[src/core/ram_self_test_pkg.sv]
package ram_self_test_pkg;

  // Register map
  localparam logic [7:0] SELF_TEST_CONTROL_OFFSET = 8'h28;
  localparam logic [15:0] CTRL_RESET = 16'h0000;
  // Bits 0, 1, 8 and 9 are read-only; everything else is storage
  localparam logic [15:0] CTRL_RW_MASK = 16'hfcfc;

  // Field positions in the self-test control register
  localparam int FULL_ACCESS_BIT = 15;
  localparam int FORCE_FAIL_BIT = 14;
  localparam int SEL_HI = 13;
  localparam int SEL_LO = 11;
  localparam int START_BIT = 10;
  localparam int FAIL_BIT = 9;
  localparam int PASS_BIT = 8;

  // Test select codes
  localparam logic [2:0] SEL_IDLE = 3'h0;
  localparam logic [2:0] SEL_PATTERN = 3'h1;
  localparam logic [2:0] SEL_WR_ZERO = 3'h2;
  localparam logic [2:0] SEL_RD_ZERO = 3'h3;
  localparam logic [2:0] SEL_WR_ONES = 3'h4;
  localparam logic [2:0] SEL_RD_ONES = 3'h5;
  localparam logic [2:0] SEL_INC_DEC = 3'h6;
  localparam logic [2:0] SEL_IDLE_ALT = 3'h7;

  // RAM geometry and fill words
  localparam int RAM_ADDR_W = 13;
  localparam int RAM_DATA_W = 16;
  localparam logic [12:0] RAM_FIRST = 13'h0000;
  localparam logic [12:0] RAM_LAST = 13'h1fff;
  localparam logic [12:0] CLEAR_FIRST = 13'h0052;
  localparam logic [15:0] ZERO_WORD = 16'h0000;
  localparam logic [15:0] ONES_WORD = 16'hffff;

  // Cycle counts: pin settling after reset, read pipeline drain
  localparam logic [1:0] SYNC_SETTLE = 2'h3;
  localparam logic [1:0] DRAIN_LAST = 2'h2;

  // Engine passes over the RAM
  typedef enum logic [3:0] {
    OP_W0 = 4'h0,
    OP_V0 = 4'h1,
    OP_W1 = 4'h2,
    OP_V1 = 4'h3,
    OP_WA = 4'h4,
    OP_VA = 4'h5,
    OP_WN = 4'h6,
    OP_VN = 4'h7,
    OP_CLR = 4'h8,
    OP_END = 4'hf
  } op_type;

  // Engine states, one-hot
  typedef enum logic [3:0] {
    ST_BOOT = 4'h1,
    ST_IDLE = 4'h2,
    ST_RUN = 4'h4,
    ST_DRAIN = 4'h8
  } state_type;

endpackage : ram_self_test_pkg

[src/core/ram_self_test_control.sv]
module ram_self_test_control
  import ram_self_test_pkg::*;
(
  input wire logic sys_clk,
  input wire logic resetn,
  input wire logic post_reset_test_skip,
  input wire logic test_pin,
  input wire logic reg_wr,
  input wire logic reg_rd,
  input wire logic [7:0] reg_addr,
  input wire logic [15:0] reg_wdata,
  output logic [15:0] reg_rdata,
  input wire logic host_ram_wr,
  input wire logic [RAM_ADDR_W-1:0] host_ram_addr,
  input wire logic [RAM_DATA_W-1:0] host_ram_wdata,
  input wire logic [RAM_DATA_W-1:0] host_ram_protect,
  output logic ram_we,
  output logic [RAM_ADDR_W-1:0] ram_addr,
  output logic [RAM_DATA_W-1:0] ram_wdata,
  output logic [RAM_DATA_W-1:0] ram_wmask,
  input wire logic [RAM_DATA_W-1:0] ram_rdata,
  output logic ready,
  output logic bist_busy
);

  // Pin synchronisers
  logic skip_s1_r, skip_s2_r;
  logic test_s1_r, test_s2_r;

  // Engine state
  state_type state_r, state_nxt;
  op_type op_r, op_nxt;
  logic [RAM_ADDR_W-1:0] addr_r, addr_nxt;
  logic auto_r, auto_nxt; // Run belongs to the post-reset test
  logic fail_r, fail_nxt; // Sticky compare mismatch
  logic [1:0] cnt_r, cnt_nxt; // Settle and drain counter
  logic [1:0] rd_pend_r, rd_pend_nxt; // Read pipeline valid
  logic [RAM_DATA_W-1:0] exp0_r, exp0_nxt; // Expected word, stage 0
  logic [RAM_DATA_W-1:0] exp1_r, exp1_nxt; // Expected word, stage 1
  logic ready_r, ready_nxt;
  logic ram_we_r, ram_we_nxt;
  logic [RAM_ADDR_W-1:0] ram_addr_r, ram_addr_nxt;
  logic [RAM_DATA_W-1:0] ram_wdata_r, ram_wdata_nxt;
  logic [RAM_DATA_W-1:0] ram_wmask_r, ram_wmask_nxt;
  logic done_now; // Engine finishing this cycle
  logic done_fail; // Outcome of the finishing run

  // Register state
  logic [15:0] ctrl_r, ctrl_nxt;
  logic [15:0] rdata_r, rdata_nxt;
  logic reg_hit; // Access aimed at the live control register
  logic start_req; // Accepted start of a host test
  logic [2:0] start_sel; // Select value written with the start

  // Expected word of a pass at a given address
  function automatic logic [RAM_DATA_W-1:0] exp_of(
    input op_type op,
    input logic [RAM_ADDR_W-1:0] a
  );
    logic [RAM_DATA_W-1:0] w;
    w = {{(RAM_DATA_W-RAM_ADDR_W){1'b0}}, a};
    case (op)
      OP_W1, OP_V1: exp_of = ONES_WORD;
      OP_WA, OP_VA: exp_of = w;
      OP_WN, OP_VN: exp_of = ~w;
      default: exp_of = ZERO_WORD;
    endcase
  endfunction : exp_of
  // Passes that compare instead of write
  function automatic logic is_verify(input op_type op);
    is_verify = (op == OP_V0) || (op == OP_V1) || (op == OP_VA) ||
                (op == OP_VN);
  endfunction : is_verify
  // Descending passes give the decrement half of inc/dec
  function automatic logic is_down(input op_type op);
    is_down = (op == OP_WN) || (op == OP_VN);
  endfunction : is_down
  // Starting address of a pass
  function automatic logic [RAM_ADDR_W-1:0] first_addr(input op_type op);
    if (op == OP_CLR) begin
      first_addr = CLEAR_FIRST;
    end else if (is_down(op)) begin
      first_addr = RAM_LAST;
    end else begin
      first_addr = RAM_FIRST;
    end
  endfunction : first_addr
  // First pass of each selected test
  function automatic op_type first_op(input logic [2:0] sel);
    case (sel)
      SEL_PATTERN, SEL_WR_ZERO: first_op = OP_W0;
      SEL_RD_ZERO: first_op = OP_V0;
      SEL_WR_ONES: first_op = OP_W1;
      SEL_RD_ONES: first_op = OP_V1;
      SEL_INC_DEC: first_op = OP_WA;
      default: first_op = OP_END;
    endcase
  endfunction : first_op
  // Pass sequencing; only the full pattern chains the fill passes
  function automatic op_type next_op(
    input op_type op,
    input logic pattern,
    input logic auto_run
  );
    case (op)
      OP_W0: next_op = pattern ? OP_V0 : OP_END;
      OP_V0: next_op = pattern ? OP_W1 : OP_END;
      OP_W1: next_op = pattern ? OP_V1 : OP_END;
      OP_V1: next_op = pattern ? OP_WA : OP_END;
      OP_WA: next_op = OP_VA;
      OP_VA: next_op = OP_WN;
      OP_WN: next_op = OP_VN;
      OP_VN: next_op = auto_run ? OP_CLR : OP_END;
      default: next_op = OP_END;
    endcase
  endfunction : next_op

  // Pins come from outside the clock domain
  always_ff @(posedge sys_clk or negedge resetn) begin
    if (!resetn) begin
      skip_s1_r <= 1'b0;
      skip_s2_r <= 1'b0;
      test_s1_r <= 1'b0;
      test_s2_r <= 1'b0;
    end else begin
      skip_s1_r <= post_reset_test_skip;
      skip_s2_r <= skip_s1_r;
      test_s1_r <= test_pin;
      test_s2_r <= test_s1_r;
    end
  end

  // Engine next state
  always_comb begin
    state_nxt = state_r;
    op_nxt = op_r;
    addr_nxt = addr_r;
    auto_nxt = auto_r;
    fail_nxt = fail_r;
    cnt_nxt = cnt_r;
    ready_nxt = ready_r;
    ram_we_nxt = 1'b0;
    ram_addr_nxt = ram_addr_r;
    ram_wdata_nxt = ram_wdata_r;
    ram_wmask_nxt = ONES_WORD;
    done_now = 1'b0;
    done_fail = 1'b0;
    // Read data lands two cycles after the address is issued
    rd_pend_nxt = {rd_pend_r[0], 1'b0};
    exp0_nxt = exp0_r;
    exp1_nxt = exp0_r;
    if (rd_pend_r[1] && (ram_rdata != exp1_r)) begin
      fail_nxt = 1'b1;
    end
    case (state_r)
      ST_BOOT: begin
        // Wait until the skip pin has crossed the synchroniser
        cnt_nxt = cnt_r + 2'h1;
        if (cnt_r == SYNC_SETTLE) begin
          cnt_nxt = 2'h0;
          if (skip_s2_r) begin
            state_nxt = ST_IDLE;
            ready_nxt = 1'b1;
          end else begin
            state_nxt = ST_RUN;
            op_nxt = OP_WA;
            addr_nxt = RAM_FIRST;
            auto_nxt = 1'b1;
            fail_nxt = 1'b0;
          end
        end
      end
      ST_IDLE: begin
        // Host owns the RAM port; protection unless full access is on
        ram_we_nxt = host_ram_wr;
        ram_addr_nxt = host_ram_addr;
        ram_wdata_nxt = host_ram_wdata;
        ram_wmask_nxt = ctrl_r[FULL_ACCESS_BIT] ? ONES_WORD :
                        ~host_ram_protect;
        if (start_req) begin
          op_nxt = first_op(start_sel);
          addr_nxt = first_addr(first_op(start_sel));
          auto_nxt = 1'b0;
          fail_nxt = 1'b0;
          state_nxt = ST_RUN;
        end
      end
      ST_RUN: begin
        // One word per cycle, old contents are simply overwritten
        ram_addr_nxt = addr_r;
        if (is_verify(op_r)) begin
          rd_pend_nxt[0] = 1'b1;
          exp0_nxt = exp_of(op_r, addr_r);
        end else begin
          ram_we_nxt = 1'b1;
          ram_wdata_nxt = exp_of(op_r, addr_r);
        end
        if (addr_r == (is_down(op_r) ? RAM_FIRST : RAM_LAST)) begin
          op_nxt = next_op(op_r, ctrl_r[SEL_HI:SEL_LO] == SEL_PATTERN,
                           auto_r);
          addr_nxt = first_addr(op_nxt);
          if (op_nxt == OP_END) begin
            state_nxt = ST_DRAIN;
            cnt_nxt = 2'h0;
          end
        end else if (is_down(op_r)) begin
          addr_nxt = addr_r - 13'h0001;
        end else begin
          addr_nxt = addr_r + 13'h0001;
        end
      end
      ST_DRAIN: begin
        // Let the last reads return before judging the run
        cnt_nxt = cnt_r + 2'h1;
        if (cnt_r == DRAIN_LAST) begin
          done_now = 1'b1;
          done_fail = fail_r | ctrl_r[FORCE_FAIL_BIT];
          ready_nxt = 1'b1;
          auto_nxt = 1'b0;
          cnt_nxt = 2'h0;
          state_nxt = ST_IDLE;
        end
      end
      default: begin
        state_nxt = ST_IDLE;
      end
    endcase
  end

  // Engine registers; ready falls with reset itself
  always_ff @(posedge sys_clk or negedge resetn) begin
    if (!resetn) begin
      state_r <= ST_BOOT;
      op_r <= OP_END;
      addr_r <= RAM_FIRST;
      auto_r <= 1'b0;
      fail_r <= 1'b0;
      cnt_r <= 2'h0;
      rd_pend_r <= 2'h0;
      exp0_r <= ZERO_WORD;
      exp1_r <= ZERO_WORD;
      ready_r <= 1'b0;
      ram_we_r <= 1'b0;
      ram_addr_r <= RAM_FIRST;
      ram_wdata_r <= ZERO_WORD;
      ram_wmask_r <= ONES_WORD;
    end else begin
      state_r <= state_nxt;
      op_r <= op_nxt;
      addr_r <= addr_nxt;
      auto_r <= auto_nxt;
      fail_r <= fail_nxt;
      cnt_r <= cnt_nxt;
      rd_pend_r <= rd_pend_nxt;
      exp0_r <= exp0_nxt;
      exp1_r <= exp1_nxt;
      ready_r <= ready_nxt;
      ram_we_r <= ram_we_nxt;
      ram_addr_r <= ram_addr_nxt;
      ram_wdata_r <= ram_wdata_nxt;
      ram_wmask_r <= ram_wmask_nxt;
    end
  end

  // Control register next state
  always_comb begin
    ctrl_nxt = ctrl_r;
    rdata_nxt = rdata_r;
    // The address is dead unless the test pin is high
    reg_hit = test_s2_r && (reg_addr == SELF_TEST_CONTROL_OFFSET);
    start_sel = reg_wdata[SEL_HI:SEL_LO];
    // Idle codes and a busy engine never launch a run
    start_req = reg_hit && reg_wr && reg_wdata[START_BIT] &&
                (state_r == ST_IDLE) && (start_sel != SEL_IDLE) &&
                (start_sel != SEL_IDLE_ALT);
    if (reg_hit && reg_wr) begin
      // Loopback bits 5..2 are kept as plain storage here; bits 1..0 are read-only
      ctrl_nxt = (ctrl_r & ~CTRL_RW_MASK) |
                 (reg_wdata & CTRL_RW_MASK);
    end
    if (start_req) begin
      ctrl_nxt[PASS_BIT] = 1'b0;
      ctrl_nxt[FAIL_BIT] = 1'b0;
    end
    if (done_now) begin
      // Result is written last so it beats a same-cycle write
      ctrl_nxt[START_BIT] = 1'b0;
      ctrl_nxt[PASS_BIT] = ~done_fail;
      ctrl_nxt[FAIL_BIT] = done_fail;
    end
    if (reg_rd) begin
      rdata_nxt = reg_hit ? ctrl_r : 16'h0000;
    end
  end

  // Control register flops; a full-access bit left set stays set until a register write clears it or reset
  always_ff @(posedge sys_clk or negedge resetn) begin
    if (!resetn) begin
      ctrl_r <= CTRL_RESET;
      rdata_r <= 16'h0000;
    end else begin
      ctrl_r <= ctrl_nxt;
      rdata_r <= rdata_nxt;
    end
  end

  // Outputs
  assign reg_rdata = rdata_r;
  assign ram_we = ram_we_r;
  assign ram_addr = ram_addr_r;
  assign ram_wdata = ram_wdata_r;
  assign ram_wmask = ram_wmask_r;
  assign ready = ready_r;
  assign bist_busy = (state_r != ST_IDLE);

endmodule : ram_self_test_control

[config.mk]
export PLATFORM = sky130hd
export DESIGN_NAME = ram_self_test_control
export DESIGN_NICKNAME = d
export VERILOG_FILES = /design/src/core/ram_self_test_pkg.sv /design/src/core/ram_self_test_control.sv
export SDC_FILE = /design/constraint.sdc
export NUM_CORES = 1
export LEC_CHECK = 0
export BUFFER_PORTS_ARGS = -buffer_cell sky130_fd_sc_hd__buf_2
export CORE_MARGIN = 8
export CORE_UTILIZATION = 57
export DETAILED_ROUTE_END_ITERATION = 10
export MAX_ROUTING_LAYER = met4
export PLACE_DENSITY = 0.84
export SLEW_MARGIN = 40
export SYNTH_ARGS = -nofsm -noshare
export SYNTH_HDL_FRONTEND = slang
export SYNTH_SLANG_ARGS = --single-unit
export TNS_END_PERCENT = 10
[constraint.sdc]
create_clock -name sys_clk -period 6.4 [get_ports sys_clk]
set_input_delay 0 -clock sys_clk [delete_from_list [all_inputs] [get_ports sys_clk]]
set_output_delay 0 -clock sys_clk [all_outputs]
set_load 0.005 [all_outputs]
### After elaboration in Yosys (flattened, before gate mapping)

Index checks and enable logic that the tools add are counted.

* reductions and logical operators: 34
* eq/ne operators: 40
* muxes and demuxes: 70
* bitwise gates (word level): 5
* add/sub/neg operators: 3

Operators by type and width (number)
* 13-bit 2-to-1 mux: 10
* 16-bit 2-to-1 mux: 4
* 4-bit 2-to-1 mux: 16
* 16-bit case mux with 3 select lines: 1
* 13-bit case mux with 3 select lines: 1
* 4-bit by 3-bit == test with 1-bit output (second input constant): 9
* 16-bit case mux with 2 select lines: 1
* 4-bit case mux with 8 select lines: 1
* 13-bit case mux with 2 select lines: 1
* 4-bit case mux with 5 select lines: 1
* 1-bit 2-to-1 mux: 18
* 4-bit == test (second input constant): 4
* 16-bit inequality test: 1
* 2-bit inequality test (second input constant): 8
* 13-bit NOT with 16-bit output: 1
* 16-bit NOT: 1
* 10-bit by 16-bit bitwise OR with 16-bit output: 1
* 4-bit case mux with 4 select lines: 1
* 5-bit AND reduction: 3
* 3-bit nonzero test: 5
* 13-bit by 1-bit adder with 13-bit output (second input constant): 1
* 13-bit == test: 1
* 13-bit by 1-bit subtractor with 13-bit output (second input constant): 1
* 4-bit by 2-bit == test with 1-bit output (second input constant): 3
* other kinds (26): 58

* logic and storage cells: 174
* input port bits: 92
* register bits: 142
* output and inout port bits: 64

### Depth between registers and ports, before layout

* depth after elaboration: 15
* mapped depth: 11
* gate-level depth less buffers: 9

### Worst setup path after synthesis

OpenSTA, ideal clock, no wires.

* path kind: reg2reg
* start point: register op_r[1]
* end point: register addr_r[7]
* period minus slack after synthesis: 2.972 ns
* arrival time: 2.810 ns
* buffers on the path: 1
* stages on the path, launching flop included: 11
* setup slack: 3.428 ns
* setup time: 0.162 ns
* data required time: 6.238 ns
* path through: dfstp_2 clkbuf_1 nand3b_2 inv_1 ha_1 and3_2 nand3_2 o41ai_1 nor2_1 a21oi_1 o21ai_0

* cells in the longest elaborated chain, start to end: 10
* elaborated cells between the ends (all ways): 23
* those cells by class: eq/ne: 11; mux: 9; reduce/logical: 3

RTL lines
* start, declared: RTL line ram_self_test_control.sv:32 `op_type op_r, op_nxt;`
* start signal, assigned: RTL line ram_self_test_control.sv:249 `op_r <= op_nxt;`
* 4-bit by 3-bit == test with 1-bit output, or another cell as far along: RTL line ram_self_test_control.sv:76, ram_self_test_control.sv:105
* 4-bit case mux with 8 select lines: RTL line ram_self_test_control.sv:105 `case (op)`
* 4-bit 2-to-1 mux: RTL line ram_self_test_control.sv:198 `if (addr_r == (is_down(op_r) ? RAM_FIRST : RAM_LAST)) begin`
* 4-bit 2-to-1 mux: RTL line ram_self_test_control.sv:155 `case (state_r)`
* 4-bit by 3-bit == test with 1-bit output: RTL line ram_self_test_control.sv:76 `is_down = (op == OP_WN) || (op == OP_VN);`
* 1-bit logical OR: RTL line ram_self_test_control.sv:76
* 13-bit 2-to-1 mux: RTL line ram_self_test_control.sv:82 `end else if (is_down(op)) begin`
* 13-bit 2-to-1 mux: RTL line ram_self_test_control.sv:80 `if (op == OP_CLR) begin`
* 13-bit 2-to-1 mux *: RTL line ram_self_test_control.sv:198
* 13-bit case mux with 3 select lines *: RTL line ram_self_test_control.sv:155
* end signal, assigned: RTL line ram_self_test_control.sv:250 `addr_r <= addr_nxt;`
* end, declared: RTL line ram_self_test_control.sv:33 `logic [RAM_ADDR_W-1:0] addr_r, addr_nxt;`

Mark *: on every way between the ends. The rest lies on a longest branch, timed or not. The select of a mux whose other input is x is not followed.
A chain may end at the register's enable or synchronous reset.

### Worst setup path after layout

* start point: register op_r[1]
* end point: register addr_r[11]

The elaborated chain is that of the path after synthesis.

==> run metrics <==
RSZ-0062 raised after global routing no; PD cells 319 nW/um^2; Final Power 2.64 mW; P_sw 873 uW; Fin. Hold Viols 0; clk slew on worst S/H paths 0.06 ns; pin count of the biggest net entering global routing 83; starting density of the core 57.9%; Post-synth EDFFs 0; Die W 120 um; Worst IR Drop VDD 0.170 mV; Tcrit/Tclk final 57.0%; antenna violations before repair 0; worst skew pair latency 0.53 ns; r2r endpoint addr_r[11]$_DFFE_PN0P_; DIE AREA 14500 sq um; DP HPWL 11500 um; worst setup margin 2.75 ns; final setup skew 0.0111 ns; number of max-cap violations 0; sw frac 33.0%; share of post-route cells with drive strength above 1 27.3%; row cnt 38; final setup fails 0; CTS HTree Levels 4; total congestion overflow 0; Hold Crit Class in -> reg; wire per inst 19.4 um; growth of design area from synthesis to finish 33.0%; CTS Hold Bufs 62; reg2reg path depth 8; worst path cell trace nand3b_2, inv_1, ha_1, and3_1, a221oi_1, o221ai_1, or3_1, a32o_1; Clock Tree Buf Depth 2; Core ar. 10700 sq um; DRT Pass-1 Iters 5; CTS tree yes; via count 5831; Comb pwr share 24.7%; Max Fclk 0.274 GHz; top cells by instance count after synthesis 113 x dfrtp_1, 83 x nand2_1, 62 x a21oi_1; Die H 120 um; critical path arrival 4.05 ns; final WL 19100 um; Reg-to-Reg Start op_r[1]$_DFFE_PN1P_; setup TNS 0 ns; sequential area share after synthesis 54.3%; # resized after CTS 0; critical path peak fanout 24; first-pass GRT wire length 30700 um; Synth Flop Type dfrtp_1; Pleak 4.01 nW; WHS 0.00773 ns; total CTS buffers 17; Syn Std Cell Area 6220 sq um; synth top area cells dfrtp_1 45%, dfstp_2 8.9%, nand2_1 5.0%; Port-buffer cells 149; power share of the clock group 36.1%; Post-Place Setup Slack 2.84 ns; Seq pwr share 39.2%; Post-synth ARST share 100%; max-slew violation count 0; Int Pwr 1.77 mW; Worst setup EP type register; synth unique cells 60; synth warn 0; Setup crit start op_r[1]$_DFFE_PN1P_; share of the synthesized area in the top cell type 45.4%; crit path kind reg -> reg; Setup crit end addr_r[11]$_DFFE_PN0P_; minimum clock period 3.65 ns; Cells after Synth 630; number of DRC markers in iteration 0 584; setup bufs post-CTS 0; status finished, final reports clean; Root Buffer clkbuf_8; WP data required 6.81 ns; most frequent cell after synthesis dfrtp_1; syn_area_per_cell 9.88 sq um; number of remaining DRC errors 0; gpl congestion 0.916; worst-margin pin slew 0.818 ns; vias in the first global route 6065; Synth area leader dfrtp_1; ant diodes 0; Crit path largest cell delay 0.88 ns; Vias/cell 5.91; Final nets 942; final antenna-violating net count 0; Seq cells post-synth 134; clk sinks 134; slowest CP cell dfstp_2; total track usage 27.5%; Rel. slew slack 45.3%; hold path depth 6; reg2reg setup slack 2.75 ns; crit path launch type register; IO Pins 156
sequential cells by signal, summed over array words and instances (netlist names), 2 cells and up:
register	flops
ram_wmask	16
reg_rdata	14
ctrl_r	14
addr_r	13
ram_addr	13
op_r	4
state_r	4
exp1_r	14
cnt_r	2
ram_wdata	16
rd_pend_r	2
exp0_r	14
power by group through the flow:
stage / clock network (mW) / registers [mW] / logic, mW
global placement: 0 / 1.04 / 0.564
CTS: 0.952 / 1.03 / 0.634
global route: 0.997 / 1.04 / 0.713
finish: 0.953 / 1.04 / 0.653
detailed placement: 0 / 1.04 / 0.594
floorplan: 0 / 0.973 / 0.475
critical path, delay by kind of cell (launching register included):
kind	cells	cell delay, ns
AO/OA/AOI/OAI	3	1.03
flip-flops	1	0.88
AND/OR/NAND/NOR	3	0.83
buffers and inverters	1	0.40
adder cells (fa/ha/maj)	1	0.38
layout by cell type, fill, tap and decap left out, types with 8 or more instances in the layout:
master	netlist	routed
a21oi_1	62	61
buf_2	4	148
clkbuf_16	0	16
dfrtp_1	113	113
dfstp_2	21	21
dlygate4sd3_1	0	62
ha_1	15	15
inv_1	22	22
mux2_2	13	13
nand2_1	83	83
nand3_1	8	8
nor2_1	61	60
nor3_1	19	19
o21ai_0	46	46
o22ai_1	10	10
xnor2_1	10	10
xor2_1	25	25
worst min path at each step:
stage	from	endpoint	slack, ns
2_1_floorplan	resetn	addr_r[0]$_DFFE_PN0P_	-0.30
3_3_place_gp	resetn	test_s1_r$_DFF_PN0_	0.05
3_5_place_dp	resetn	test_s1_r$_DFF_PN0_	0.07
4_1_cts	ram_rdata[13]	fail_r$_DFF_PN0_	0.004
5_1_grt	resetn	cnt_r[0]$_DFFE_PN0P_	0.1
6_report	ram_rdata[13]	fail_r$_DFF_PN0_	0.008
final cells by class:
class / instances / area [sq um]
sequential: 134 / 3380
multi-input combinational: 442 / 2650
inverter: 22 / 82.6
timing repair buffer: 217 / 1420
clock inverter: 12 / 129
clock buffer: 20 / 445
fill: 663 / 2470
tap: 140 / 175
per-layer routing:
layer	wire, um	vias to the layer above	GRT usage [%]	part of all wire, %
li1	-	2598	-	-
met4	745	0	14.2	3.9
met1	7180	2836	31.0	38
met3	1400	76	6.76	7.3
met5	0	-	-	0
met2	9810	321	44.9	51
metrics by stage:
stage                     util [%]  instance area [sq um]  std cells
final                         77.0                   8280        987
after global routing          77.0                   8280        987
after global placement        65.7                   7060        893
after detailed placement      65.9                   7080        893
after floorplan                  -                   6230        631
after CTS                     77.0                   8280        987
cell families (layout without fill, tap and decap cells):
family,count (synthesis),count (layout),share of synthesized area [%]
compound gates,161,161,15.2
xor+xnor,35,35,4.93
fa+ha+maj,16,16,3.34
buf+inv,55,271,3.52
flops,134,134,54.3
mux,17,17,3.00
other cells,1,2,0.0603
simple gates,211,211,15.6
(Power assumes the default switching activity.)
